$ cat src/common/timer_pkg.sv
// Constants shared by the dual timer and external interrupt block.
// Assumes a 32-bit APB slave with word-aligned registers.
`default_nettype none
package timer_pkg;

  localparam int APB_AW = 12;

  // Register indices; byte address is four times the index
  localparam logic [7:0] IDX_TIMER_CONTROL   = 8'h88;
  localparam logic [7:0] IDX_TIMER_MODE      = 8'h89;
  localparam logic [7:0] IDX_TIMER0_LOW_BYTE = 8'h8a;
  localparam logic [7:0] IDX_TIMER1_LOW_BYTE = 8'h8b;
  localparam logic [7:0] IDX_TIMER0_HIGH_BYTE = 8'h8c;
  localparam logic [7:0] IDX_TIMER1_HIGH_BYTE = 8'h8d;
  localparam logic [7:0] IDX_IRQ_STATUS      = 8'ha0;
  localparam logic [7:0] IDX_IRQ_ENABLE      = 8'ha1;
  localparam logic [7:0] IDX_IRQ_CLEAR       = 8'ha2;
  localparam logic [7:0] IDX_EXT_ENABLE      = 8'ha3;

  // Timer control bit positions
  localparam int OVF1_BIT   = 7;
  localparam int RUN1_BIT   = 6;
  localparam int OVF0_BIT   = 5;
  localparam int RUN0_BIT   = 4;
  localparam int XFLAG1_BIT = 3;
  localparam int XTYPE1_BIT = 2;
  localparam int XFLAG0_BIT = 1;
  localparam int XTYPE0_BIT = 0;

  // Timer mode field positions
  localparam int PGATE1_BIT = 7;
  localparam int CT1_BIT    = 6;
  localparam int MODE1_LSB  = 4;
  localparam int PGATE0_BIT = 3;
  localparam int CT0_BIT    = 2;
  localparam int MODE0_LSB  = 0;

  // Interrupt status bit positions
  localparam int EV_OVF0 = 0;
  localparam int EV_OVF1 = 1;
  localparam int EV_XL0  = 2;
  localparam int EV_XL1  = 3;
  localparam int EV_N    = 4;

  localparam logic [7:0] RST_BYTE = 8'h00;
  localparam logic [3:0] RST_EV   = 4'h0;

  // Timer clock is the system clock divided by this many cycles
  localparam int TIMER_DIV_CYCLES = 2;

  typedef enum logic [1:0] {
    MODE_13BIT  = 2'b00,
    MODE_16BIT  = 2'b01,
    MODE_RELOAD = 2'b10,
    MODE_SPLIT  = 2'b11
  } timer_mode_e;

endpackage
`default_nettype wire

$ cat src/verilog/dual_timer_ext_irq.sv
// Two timer/counters with shared control and mode registers, plus two
// external interrupt lines. Registers sit on APB; pins are asynchronous.
//
// The APB slave port was decided locally.
`default_nettype none
// Overview of operation
// [RULE_01] Timer1 overflow sets flag; vector acknowledge clears
// [RULE_02] Timer0 overflow sets flag; vector acknowledge clears
// [RULE_03] Timer1 ungated runs only with run bit
// [RULE_04] Timer1 gated needs pin high and run
// [RULE_05] Timer0 ungated runs only with run bit
// [RULE_06] Timer0 gated needs pin high and run
// [RULE_07] Timer1 counts clock/2 or count-pin falling edges
// [RULE_08] Timer0 counts clock/2 or count-pin falling edges
// [RULE_09] Timer1 modes: 13-bit, 16-bit, halted
// [RULE_10] Timer1 auto-reload low byte from high byte
// [RULE_11] Timer0 modes: 13-bit and 16-bit
// [RULE_12] Timer0 auto-reload low byte from high byte
// [RULE_13] Timer0 split: high byte uses Timer1 run/flag
// [RULE_14] Line 1 flag set on every falling edge
// [RULE_15] Line 0 flag set on every falling edge
// [RULE_16] Line 1 trigger type: low level or edge
// [RULE_17] Line 0 trigger type: low level or edge
// [RULE_18] Data byte writes load counters; reads return count
module dual_timer_ext_irq
  import timer_pkg::*;
#(
  parameter int TICK_DIV = TIMER_DIV_CYCLES
) (
  input  wire logic              pclk,
  input  wire logic              presetn,
  input  wire logic              ce,
  input  wire logic              psel,
  input  wire logic              penable,
  input  wire logic              pwrite,
  input  wire logic [APB_AW-1:0] paddr,
  input  wire logic [31:0]       pwdata,
  input  wire logic [3:0]        pstrb,
  output logic                   pready,
  output logic                   pslverr,
  output logic [31:0]            prdata,
  input  wire logic              ext_irq_pin_zero,
  input  wire logic              ext_irq_pin_one,
  input  wire logic              count_input_pin_zero,
  input  wire logic              count_input_pin_one,
  input  wire logic              ack_timer0,
  input  wire logic              ack_timer1,
  input  wire logic              ack_ext0,
  input  wire logic              ack_ext1,
  output logic                   timer0_req,
  output logic                   timer1_req,
  output logic                   ext0_req,
  output logic                   ext1_req,
  output logic                   irq
);

  localparam int DW = (TICK_DIV > 1) ? $clog2(TICK_DIV) : 1;

  if (TICK_DIV < 1) begin : bad_div
    $error("TICK_DIV must be at least 1");
  end

  // Decode reads paddr[9:2] and needs a zero field above it
  if (APB_AW < 11) begin : bad_aw
    $error("APB_AW must be at least 11");
  end

  // Event vector is built from exactly four sources
  if (EV_N != 4) begin : bad_ev
    $error("EV_N must be 4");
  end

  // Pin order: 0 count0, 1 count1, 2 irq0, 3 irq1
  logic [3:0] pins_raw;
  logic [3:0] sync_a;
  logic [3:0] sync_b;
  logic [3:0] sync_prev;
  logic [3:0] pin_fall;

  assign pins_raw = {ext_irq_pin_one, ext_irq_pin_zero, count_input_pin_one, count_input_pin_zero};

  for (genvar i = 0; i < 4; i++) begin : g_sync
    // First stage feeds only the second; edges come from stages two and three
    always_ff @(posedge pclk or negedge presetn) begin
      if (!presetn) begin
        sync_a[i]    <= 1'b1;
        sync_b[i]    <= 1'b1;
        sync_prev[i] <= 1'b1;
      end else if (ce) begin
        sync_a[i]    <= pins_raw[i];
        sync_b[i]    <= sync_a[i];
        sync_prev[i] <= sync_b[i];
      end
    end
    assign pin_fall[i] = sync_prev[i] & ~sync_b[i];
  end

  // Registers
  logic [7:0] timer_control;
  logic [7:0] timer_mode;
  logic [7:0] timer0_low_byte;
  logic [7:0] timer0_high_byte;
  logic [7:0] timer1_low_byte;
  logic [7:0] timer1_high_byte;
  logic [EV_N-1:0] irq_status;
  logic [EV_N-1:0] irq_enable;
  logic [1:0]      ext_enable;
  logic [DW-1:0]   div_cnt;
  logic [31:0]     next_prdata;

  // Control register fields
  wire timer1_overflow_flag    = timer_control[OVF1_BIT];
  wire timer1_run_bit          = timer_control[RUN1_BIT];
  wire timer0_overflow_flag    = timer_control[OVF0_BIT];
  wire timer0_run_bit          = timer_control[RUN0_BIT];
  wire ext_line1_flag          = timer_control[XFLAG1_BIT];
  wire ext_line1_trigger_type  = timer_control[XTYPE1_BIT];
  wire ext_line0_flag          = timer_control[XFLAG0_BIT];
  wire ext_line0_trigger_type  = timer_control[XTYPE0_BIT];

  // Mode register fields
  wire timer1_pin_gating       = timer_mode[PGATE1_BIT];
  wire timer1_count_source_sel = timer_mode[CT1_BIT];
  wire timer0_pin_gating       = timer_mode[PGATE0_BIT];
  wire timer0_count_source_sel = timer_mode[CT0_BIT];
  timer_mode_e timer1_mode_field;
  timer_mode_e timer0_mode_field;
  assign timer1_mode_field = timer_mode_e'(timer_mode[MODE1_LSB+:2]);
  assign timer0_mode_field = timer_mode_e'(timer_mode[MODE0_LSB+:2]);

  // APB decode
  wire [7:0] idx      = paddr[9:2];
  wire       addr_ok  = (paddr[1:0] == 2'b00) && (paddr[APB_AW-1:10] == '0);
  wire       sel_ctl  = addr_ok && (idx == IDX_TIMER_CONTROL);
  wire       sel_mod  = addr_ok && (idx == IDX_TIMER_MODE);
  wire       sel_lo0  = addr_ok && (idx == IDX_TIMER0_LOW_BYTE);
  wire       sel_lo1  = addr_ok && (idx == IDX_TIMER1_LOW_BYTE);
  wire       sel_hi0  = addr_ok && (idx == IDX_TIMER0_HIGH_BYTE);
  wire       sel_hi1  = addr_ok && (idx == IDX_TIMER1_HIGH_BYTE);
  wire       sel_sts  = addr_ok && (idx == IDX_IRQ_STATUS);
  wire       sel_ien  = addr_ok && (idx == IDX_IRQ_ENABLE);
  wire       sel_clr  = addr_ok && (idx == IDX_IRQ_CLEAR);
  wire       sel_xen  = addr_ok && (idx == IDX_EXT_ENABLE);

  // Misaligned or unmapped addresses miss and answer with an error
  wire       hit      = sel_ctl | sel_mod | sel_lo0 | sel_lo1 | sel_hi0 | sel_hi1 |
                        sel_sts | sel_ien | sel_clr | sel_xen;
  wire       access   = psel & penable & ce;

  // Read data is loaded in the setup cycle, so the access needs no wait
  wire       rd_setup = psel & ~penable & ce;

  // Only the low byte lane carries register data
  wire       wr_en    = access & pwrite & hit & pstrb[0];
  wire       wr_ctl   = wr_en & sel_ctl;
  wire       wr_mod   = wr_en & sel_mod;
  wire       wr_lo0   = wr_en & sel_lo0;
  wire       wr_lo1   = wr_en & sel_lo1;
  wire       wr_hi0   = wr_en & sel_hi0;
  wire       wr_hi1   = wr_en & sel_hi1;

  // Status is read-only; a write there is accepted and dropped
  wire       wr_ien   = wr_en & sel_ien;
  wire       wr_clr   = wr_en & sel_clr;
  wire       wr_xen   = wr_en & sel_xen;
  wire [7:0] wbyte    = pwdata[7:0];

  // Zero wait states; frozen clock enable stretches the access
  assign pready  = ce;
  assign pslverr = psel & penable & ~hit;

  // Read data, captured in the setup cycle
  // The write-only clear register falls through and reads as zero
  assign next_prdata = sel_ctl ? {24'h00_0000, timer_control} :
                       sel_mod ? {24'h00_0000, timer_mode} :
                       sel_lo0 ? {24'h00_0000, timer0_low_byte} : // RULE_18
                       sel_lo1 ? {24'h00_0000, timer1_low_byte} : // RULE_18
                       sel_hi0 ? {24'h00_0000, timer0_high_byte} :
                       sel_hi1 ? {24'h00_0000, timer1_high_byte} :
                       sel_sts  ? {28'h000_0000, irq_status} :
                       sel_ien  ? {28'h000_0000, irq_enable} :
                       sel_xen  ? {30'h0000_0000, ext_enable} :
                       32'h0000_0000;

  // Divide-by-two tick of the system clock
  wire tick = (div_cnt == DW'(TICK_DIV - 1));

  // Run conditions
  wire run0 = timer0_run_bit & (~timer0_pin_gating | sync_b[2]); // RULE_05 RULE_06
  wire run1 = timer1_run_bit & (~timer1_pin_gating | sync_b[3]); // RULE_03 RULE_04
  wire src0 = timer0_count_source_sel ? pin_fall[0] : tick;      // RULE_08
  wire src1 = timer1_count_source_sel ? pin_fall[1] : tick;      // RULE_07
  wire inc0 = run0 & src0;
  wire inc1 = run1 & src1 & (timer1_mode_field != MODE_SPLIT);   // RULE_09
  wire split0 = (timer0_mode_field == MODE_SPLIT);
  // Split high byte counts the divided clock under Timer1's run bit
  wire inc0h = split0 & timer1_run_bit & tick;                   // RULE_13

  // Returns {overflow, high, low} after one count
  function automatic logic [16:0] step(input timer_mode_e m,
                                       input logic [7:0] hi,
                                       input logic [7:0] lo);
    logic [5:0]  p;
    logic [8:0]  s;
    logic [16:0] r;
    p = 6'h00;
    s = 9'h000;
    r = {1'b0, hi, lo};
    unique case (m)
      MODE_13BIT: begin
        // Five-bit prescaler in lo carries into hi; lo[7:5] kept
        p = {1'b0, lo[4:0]} + 6'h01;
        s = {1'b0, hi} + {8'h00, p[5]};
        r = {s[8], s[7:0], lo[7:5], p[4:0]};
      end
      MODE_16BIT: begin
        r = {1'b0, hi, lo} + 17'h0_0001;
      end
      MODE_RELOAD: begin
        // The count that wraps loads hi instead of zero
        s = {1'b0, lo} + 9'h001;
        r = s[8] ? {1'b1, hi, hi} : {1'b0, hi, s[7:0]};
      end
      MODE_SPLIT: begin
        // hi belongs to the separate split high-byte counter
        s = {1'b0, lo} + 9'h001;
        r = {s[8], hi, s[7:0]};
      end
    endcase
    return r;
  endfunction

  wire [16:0] step0  = step(timer0_mode_field, timer0_high_byte, timer0_low_byte); // RULE_11 RULE_12
  wire [16:0] step1  = step(timer1_mode_field, timer1_high_byte, timer1_low_byte); // RULE_09 RULE_10
  wire [8:0]  step0h = {1'b0, timer0_high_byte} + 9'h001;

  wire ovf0  = inc0 & step0[16];
  wire ovf0h = inc0h & step0h[8];
  // Timer1 gives up its flag while Timer0 is split
  wire ovf1  = inc1 & step1[16] & ~split0;

  // Line flags catch every falling edge, whatever the trigger type
  wire set_ovf0 = ovf0;            // RULE_02
  wire set_ovf1 = ovf1 | ovf0h;    // RULE_01 RULE_13
  wire set_xl0  = pin_fall[2];     // RULE_15
  wire set_xl1  = pin_fall[3];     // RULE_14

  // Counter next values; a software write wins over counting
  logic [7:0] next_lo0;
  logic [7:0] next_hi0;
  logic [7:0] next_lo1;
  logic [7:0] next_hi1;

  always_comb begin
    next_lo0 = inc0 ? step0[7:0] : timer0_low_byte;
    next_hi0 = (inc0 & ~split0) ? step0[15:8] : timer0_high_byte;
    if (inc0h) begin
      next_hi0 = step0h[7:0];
    end
    next_lo1 = inc1 ? step1[7:0] : timer1_low_byte;
    next_hi1 = inc1 ? step1[15:8] : timer1_high_byte;

    // A load drops the count of that cycle; counting resumes after it
    if (wr_lo0) begin
      next_lo0 = wbyte; // RULE_18
    end
    if (wr_hi0) begin
      next_hi0 = wbyte; // RULE_18
    end
    if (wr_lo1) begin
      next_lo1 = wbyte; // RULE_18
    end
    if (wr_hi1) begin
      next_hi1 = wbyte; // RULE_18
    end
  end

  // Control next value; hardware set beats software or vector clear
  logic [7:0] next_ctl;
  logic [7:0] base_ctl;

  always_comb begin
    base_ctl = wr_ctl ? wbyte : timer_control;

    // Taking a vector clears only the flag it serves
    if (ack_timer1) begin
      base_ctl[OVF1_BIT] = 1'b0;
    end
    if (ack_timer0) begin
      base_ctl[OVF0_BIT] = 1'b0;
    end
    if (ack_ext1) begin
      base_ctl[XFLAG1_BIT] = 1'b0;
    end
    if (ack_ext0) begin
      base_ctl[XFLAG0_BIT] = 1'b0;
    end

    // An event landing with a clear must not be lost
    next_ctl = base_ctl;
    next_ctl[OVF1_BIT]   = base_ctl[OVF1_BIT] | set_ovf1;   // RULE_01
    next_ctl[OVF0_BIT]   = base_ctl[OVF0_BIT] | set_ovf0;   // RULE_02
    next_ctl[XFLAG1_BIT] = base_ctl[XFLAG1_BIT] | set_xl1; // RULE_14
    next_ctl[XFLAG0_BIT] = base_ctl[XFLAG0_BIT] | set_xl0; // RULE_15
  end

  // Sticky status, write-one-to-clear; new events win
  wire [EV_N-1:0] events = {set_xl1, set_xl0, set_ovf1, set_ovf0};
  wire [EV_N-1:0] clr_mask = wr_clr ? pwdata[EV_N-1:0] : {EV_N{1'b0}};
  wire [EV_N-1:0] next_status = events | (irq_status & ~clr_mask);

  // Free-running divider; both timers share one tick
  always_ff @(posedge pclk or negedge presetn) begin
    if (!presetn) begin
      div_cnt <= '0;
    end else if (ce) begin
      div_cnt <= tick ? '0 : div_cnt + DW'(1);
    end
  end

  always_ff @(posedge pclk or negedge presetn) begin
    if (!presetn) begin
      timer_control    <= RST_BYTE;
      timer_mode       <= RST_BYTE;
      timer0_low_byte  <= RST_BYTE;
      timer0_high_byte <= RST_BYTE;
      timer1_low_byte  <= RST_BYTE;
      timer1_high_byte <= RST_BYTE;
    end else if (ce) begin
      timer_control    <= next_ctl;
      timer_mode       <= wr_mod ? wbyte : timer_mode;
      timer0_low_byte  <= next_lo0;
      timer0_high_byte <= next_hi0;
      timer1_low_byte  <= next_lo1;
      timer1_high_byte <= next_hi1;
    end
  end

  // Enables are plain storage; the irq output is formed below
  always_ff @(posedge pclk or negedge presetn) begin
    if (!presetn) begin
      irq_status <= RST_EV;
      irq_enable <= RST_EV;
      ext_enable <= 2'b00;
    end else if (ce) begin
      irq_status <= next_status;
      irq_enable <= wr_ien ? wbyte[EV_N-1:0] : irq_enable;
      ext_enable <= wr_xen ? wbyte[1:0] : ext_enable;
    end
  end

  always_ff @(posedge pclk or negedge presetn) begin
    if (!presetn) begin
      prdata <= 32'h0000_0000;
    end else if (rd_setup) begin
      // Held through the access phase and until the next setup
      prdata <= next_prdata;
    end
  end

  // Requests toward the interrupt controller
  // Overflow flags map straight onto their requests
  assign timer0_req = timer0_overflow_flag;
  assign timer1_req = timer1_overflow_flag;

  // Level mode follows the synchronised pin, edge mode the flag
  assign ext0_req = ext_enable[0] &
                    (ext_line0_trigger_type ? ext_line0_flag : ~sync_b[2]); // RULE_17
  assign ext1_req = ext_enable[1] &
                    (ext_line1_trigger_type ? ext_line1_flag : ~sync_b[3]); // RULE_16
  assign irq = |(irq_status & irq_enable);

endmodule
`default_nettype wire

$ cat config.mk
export PLATFORM = sky130hd
export DESIGN_NAME = dual_timer_ext_irq
export DESIGN_NICKNAME = d
export VERILOG_FILES = /design/src/common/timer_pkg.sv /design/src/verilog/dual_timer_ext_irq.sv
export SDC_FILE = /design/constraint.sdc
export NUM_CORES = 1
export LEC_CHECK = 0
export BUFFER_PORTS_ARGS = -buffer_cell sky130_fd_sc_hd__buf_2
export CORE_MARGIN = 10
export CORE_UTILIZATION = 40
export DETAILED_ROUTE_END_ITERATION = 8
export PLACE_DENSITY = 0.67
export SETUP_SLACK_MARGIN = 0.05
export SLEW_MARGIN = 10
export SYNTH_ARGS = -nofsm -noshare
export SYNTH_HDL_FRONTEND = slang
export SYNTH_SLANG_ARGS = --single-unit
$ cat constraint.sdc
create_clock -name pclk -period 2.76 [get_ports pclk]
set_input_delay 0.552 -clock pclk [delete_from_list [all_inputs] [get_ports pclk]]
set_output_delay 0.552 -clock pclk [all_outputs]
set_load 0.005 [all_outputs]
==> metrics <==
worst r2r src=timer0_low_byte[3]$_DFFE_PN0P_; Core Area=around 14000 µm²; Most Frequent Cell on Critical Path=ha_1; Vias/cell=6.06; Critical Path End Type=flip-flop; Post-synth top cells=nand2_1 (71), dfrtp_1 (67), nor2_1 (48), o21ai_0 (47), a21oi_1 (44); Area Growth Syn to Fin=13.7%; nets@finish=760; Post-synth EDFFs=0; status=completed; post-layout min period=2440 ps; Max Cap Viol=0; Synth area leaders=dfrtp_1 (30%), mux2_2 (6.9%), dfstp_2 (5.7%); Worst path slowest cell=dfrtp_1; Worst setup SP type=flip-flop; initial antenna violation count=0; detailed placement HPWL=between 10000 and 15000 µm; drt drc=0; Worst slew margin=61.9%; max incr delay on CP=460 ps; cts hold-fix bufs=0; chip height=138 µm; Synth Instances=647; share of cells above drive strength 1=22.4%; count of cell types in the netlist=68; Hold Path Class=in2async; worst-margin pin slew=572 ps; pins over their slew limit=0; PostCTS Resize Cnt=0; critical path class=reg2reg; CP top delay family=simple AND/OR/NAND/NOR gates; final worst path period share=88.6%; synth warn=0; first-pass GRT wire length=27500 µm; clk_skew=5.50 ps; Required @ worst endpoint=3020 ps; Post-CTS Setup Repair Bufs=0; htree depth=3; CTS buffer count=9; RSZ-0062 raised after global routing=false; clock-pin slew on the worst setup and hold paths=60 ps; synthesized area per cell=8.61 µm²; RePlAce Congestion=0.992; Die X=138 µm; pwr dens=around 460 nW/µm²; #FFs+latches synth=around 80; routed len/inst=20.2 µm; largest area contributor in the netlist=dfrtp_1; worst hold margin=204 ps; post-route ant nets=0; Peak Freq=409 MHz; leakage dissipation=around 2.8 nW; DRT iter0 DRCs=694; Fin. Hold Viols=0; Worst Reg-to-Reg Cells=9; ys flop type=dfrtp_1; worst-path fanout max=6; CTS tree=built; Synth Cell Area=5570 µm²; clock sinks=79; CTS Root Cell=clkbuf_16; crit-path cells=nand2_1, nor2_1, ha_1, ha_1, nand4b_1, or2_2, nor3_1, a21oi_1, o211ai_1; clk_lat worst skew=340 ps; final count of negative-setup-slack endpoints=0; Port Buffers=a little under 50; total number of vias=5299; count leader, synth=nand2_1; placed cell count=860; FF-to-FF setup slack=320 ps; largest net degree at the start of global routing=42; post-synth top area share=between 30 and 40%; die area=19000 µm²; Worst Path Buf+Inv=0; Ports=101; fin cells=875; First-pass DRT Iterations=6; Routed WL=between 15000 and 20000 µm; setup_tns=0 ps; Initial Utilization=40.4%; vias in the first global route=5038; worst vdd ir=0.351 mV; critical path arrival=2700 ps; Total GRT Usage=18.5%; n_diodes=0; asr flop ratio synth=100%; Seq/Total Area, Yosys=35.8%; CTS max path bufs=2; row cnt=43; reg-to-reg endpoint=timer_control[5]$_DFFE_PN0P_; GRT overflow=0
[final cells by class]
type	count	area (µm²)
repair buffers	76	463
multi-input cells	509	3230
fillers	1351	7440
clock buffers	9	225
inverters	16	60.1
clock inverters	6	134
flip-flops and latches	79	1990
well taps	180	225
[metal layers]
| layer | part of all wire, % | track usage [%] | routed length (µm) | vias up |
|---|---|---|---|---|
| met2 | 44 | 27.9 | 7840 | 339 |
| met4 | 4.2 | 9.10 | 745 | 0 |
| li1 | - | - | - | 2398 |
| met5 | 0 | 0 | 0 | - |
| met1 | 42 | 24.7 | 7340 | 2498 |
| met3 | 9.7 | 3.66 | 1710 | 64 |
[flip-flops by register name (all words and copies together) (netlist names)]
| name | count |
|---|---|
| prdata | 8 |
| timer0_high_byte | 8 |
| timer0_low_byte | 8 |
| timer1_high_byte | 8 |
| timer1_low_byte | 8 |
| timer_control | 8 |
| timer_mode | 8 |
| irq_enable | 4 |
| irq_status | 4 |
| sync_a | 4 |
| sync_b | 4 |
| sync_prev | 4 |
| ext_enable | 2 |
| div_cnt | 1 |
[placed cells by master, fill, tap and decap left out, types with 18 or more instances in the layout]
| cell | synthesis | layout |
|---|---|---|
| a21oi_1 | 44 | 44 |
| and3_1 | 18 | 18 |
| buf_2 | 7 | 48 |
| buf_4 | 26 | 27 |
| conb_1 | 1 | 24 |
| dfrtp_1 | 67 | 67 |
| mux2_2 | 34 | 34 |
| nand2_1 | 71 | 71 |
| nand3_1 | 18 | 18 |
| nor2_1 | 48 | 48 |
| o21ai_0 | 47 | 47 |
[worst max path at each step]
stage | from | endpoint | slack (ps) | cells after the start
after floorplan | paddr[1] | timer_control[2]$_DFFE_PN0P_ | 280 | 6
final | timer0_low_byte[3]$_DFFE_PN0P_ | timer_control[5]$_DFFE_PN0P_ | 320 | 9
after global placement | paddr[1] | timer1_low_byte[7]$_DFFE_PN0P_ | 170 | 9
after detailed placement | paddr[1] | prdata[5]$_DFFE_PN0P_ | 120 | 7
after global routing | timer0_low_byte[0]$_DFFE_PN0P_ | timer0_high_byte[6]$_DFFE_PN0P_ | 130 | 10
after CTS | paddr[1] | pslverr | 390 | 6
[cells by family after synthesis]
family / after synthesis / synth area share [%]
simple gates: 224 / 20.4
compound gates: 181 / 20.8
buf+inv: 82 / 7.71
flops: 79 / 35.8
mux: 51 / 10.2
xor+xnor: 22 / 3.46
fa+ha+maj: 7 / 1.57
other cells: 1 / 0.0674
[report_power, final]
part / switching, W / internal, W
clock: 0.000483 / 0.000970
sequential: 0.0000393 / 0.00122
combinational: 0.000137 / 0.0000825
total: 0.000659 / 0.00227
[per-stage QoR]
stage | cell area [µm²] | total power [W] | util [%] | setup slack (ps)
6_report | 6330 | 0.00293 | 46.0 | 316
5_1_grt | 6330 | 0.00302 | 46.0 | 134
4_1_cts | 6330 | 0.00294 | 46.0 | 389
3_5_place_dp | 5970 | 0.00149 | 43.4 | 124
3_3_place_gp | 5970 | 0.00149 | 43.4 | 174
2_1_floorplan | 5650 | 0.00141 | - | 281
Power figures use the tool's default switching activity.
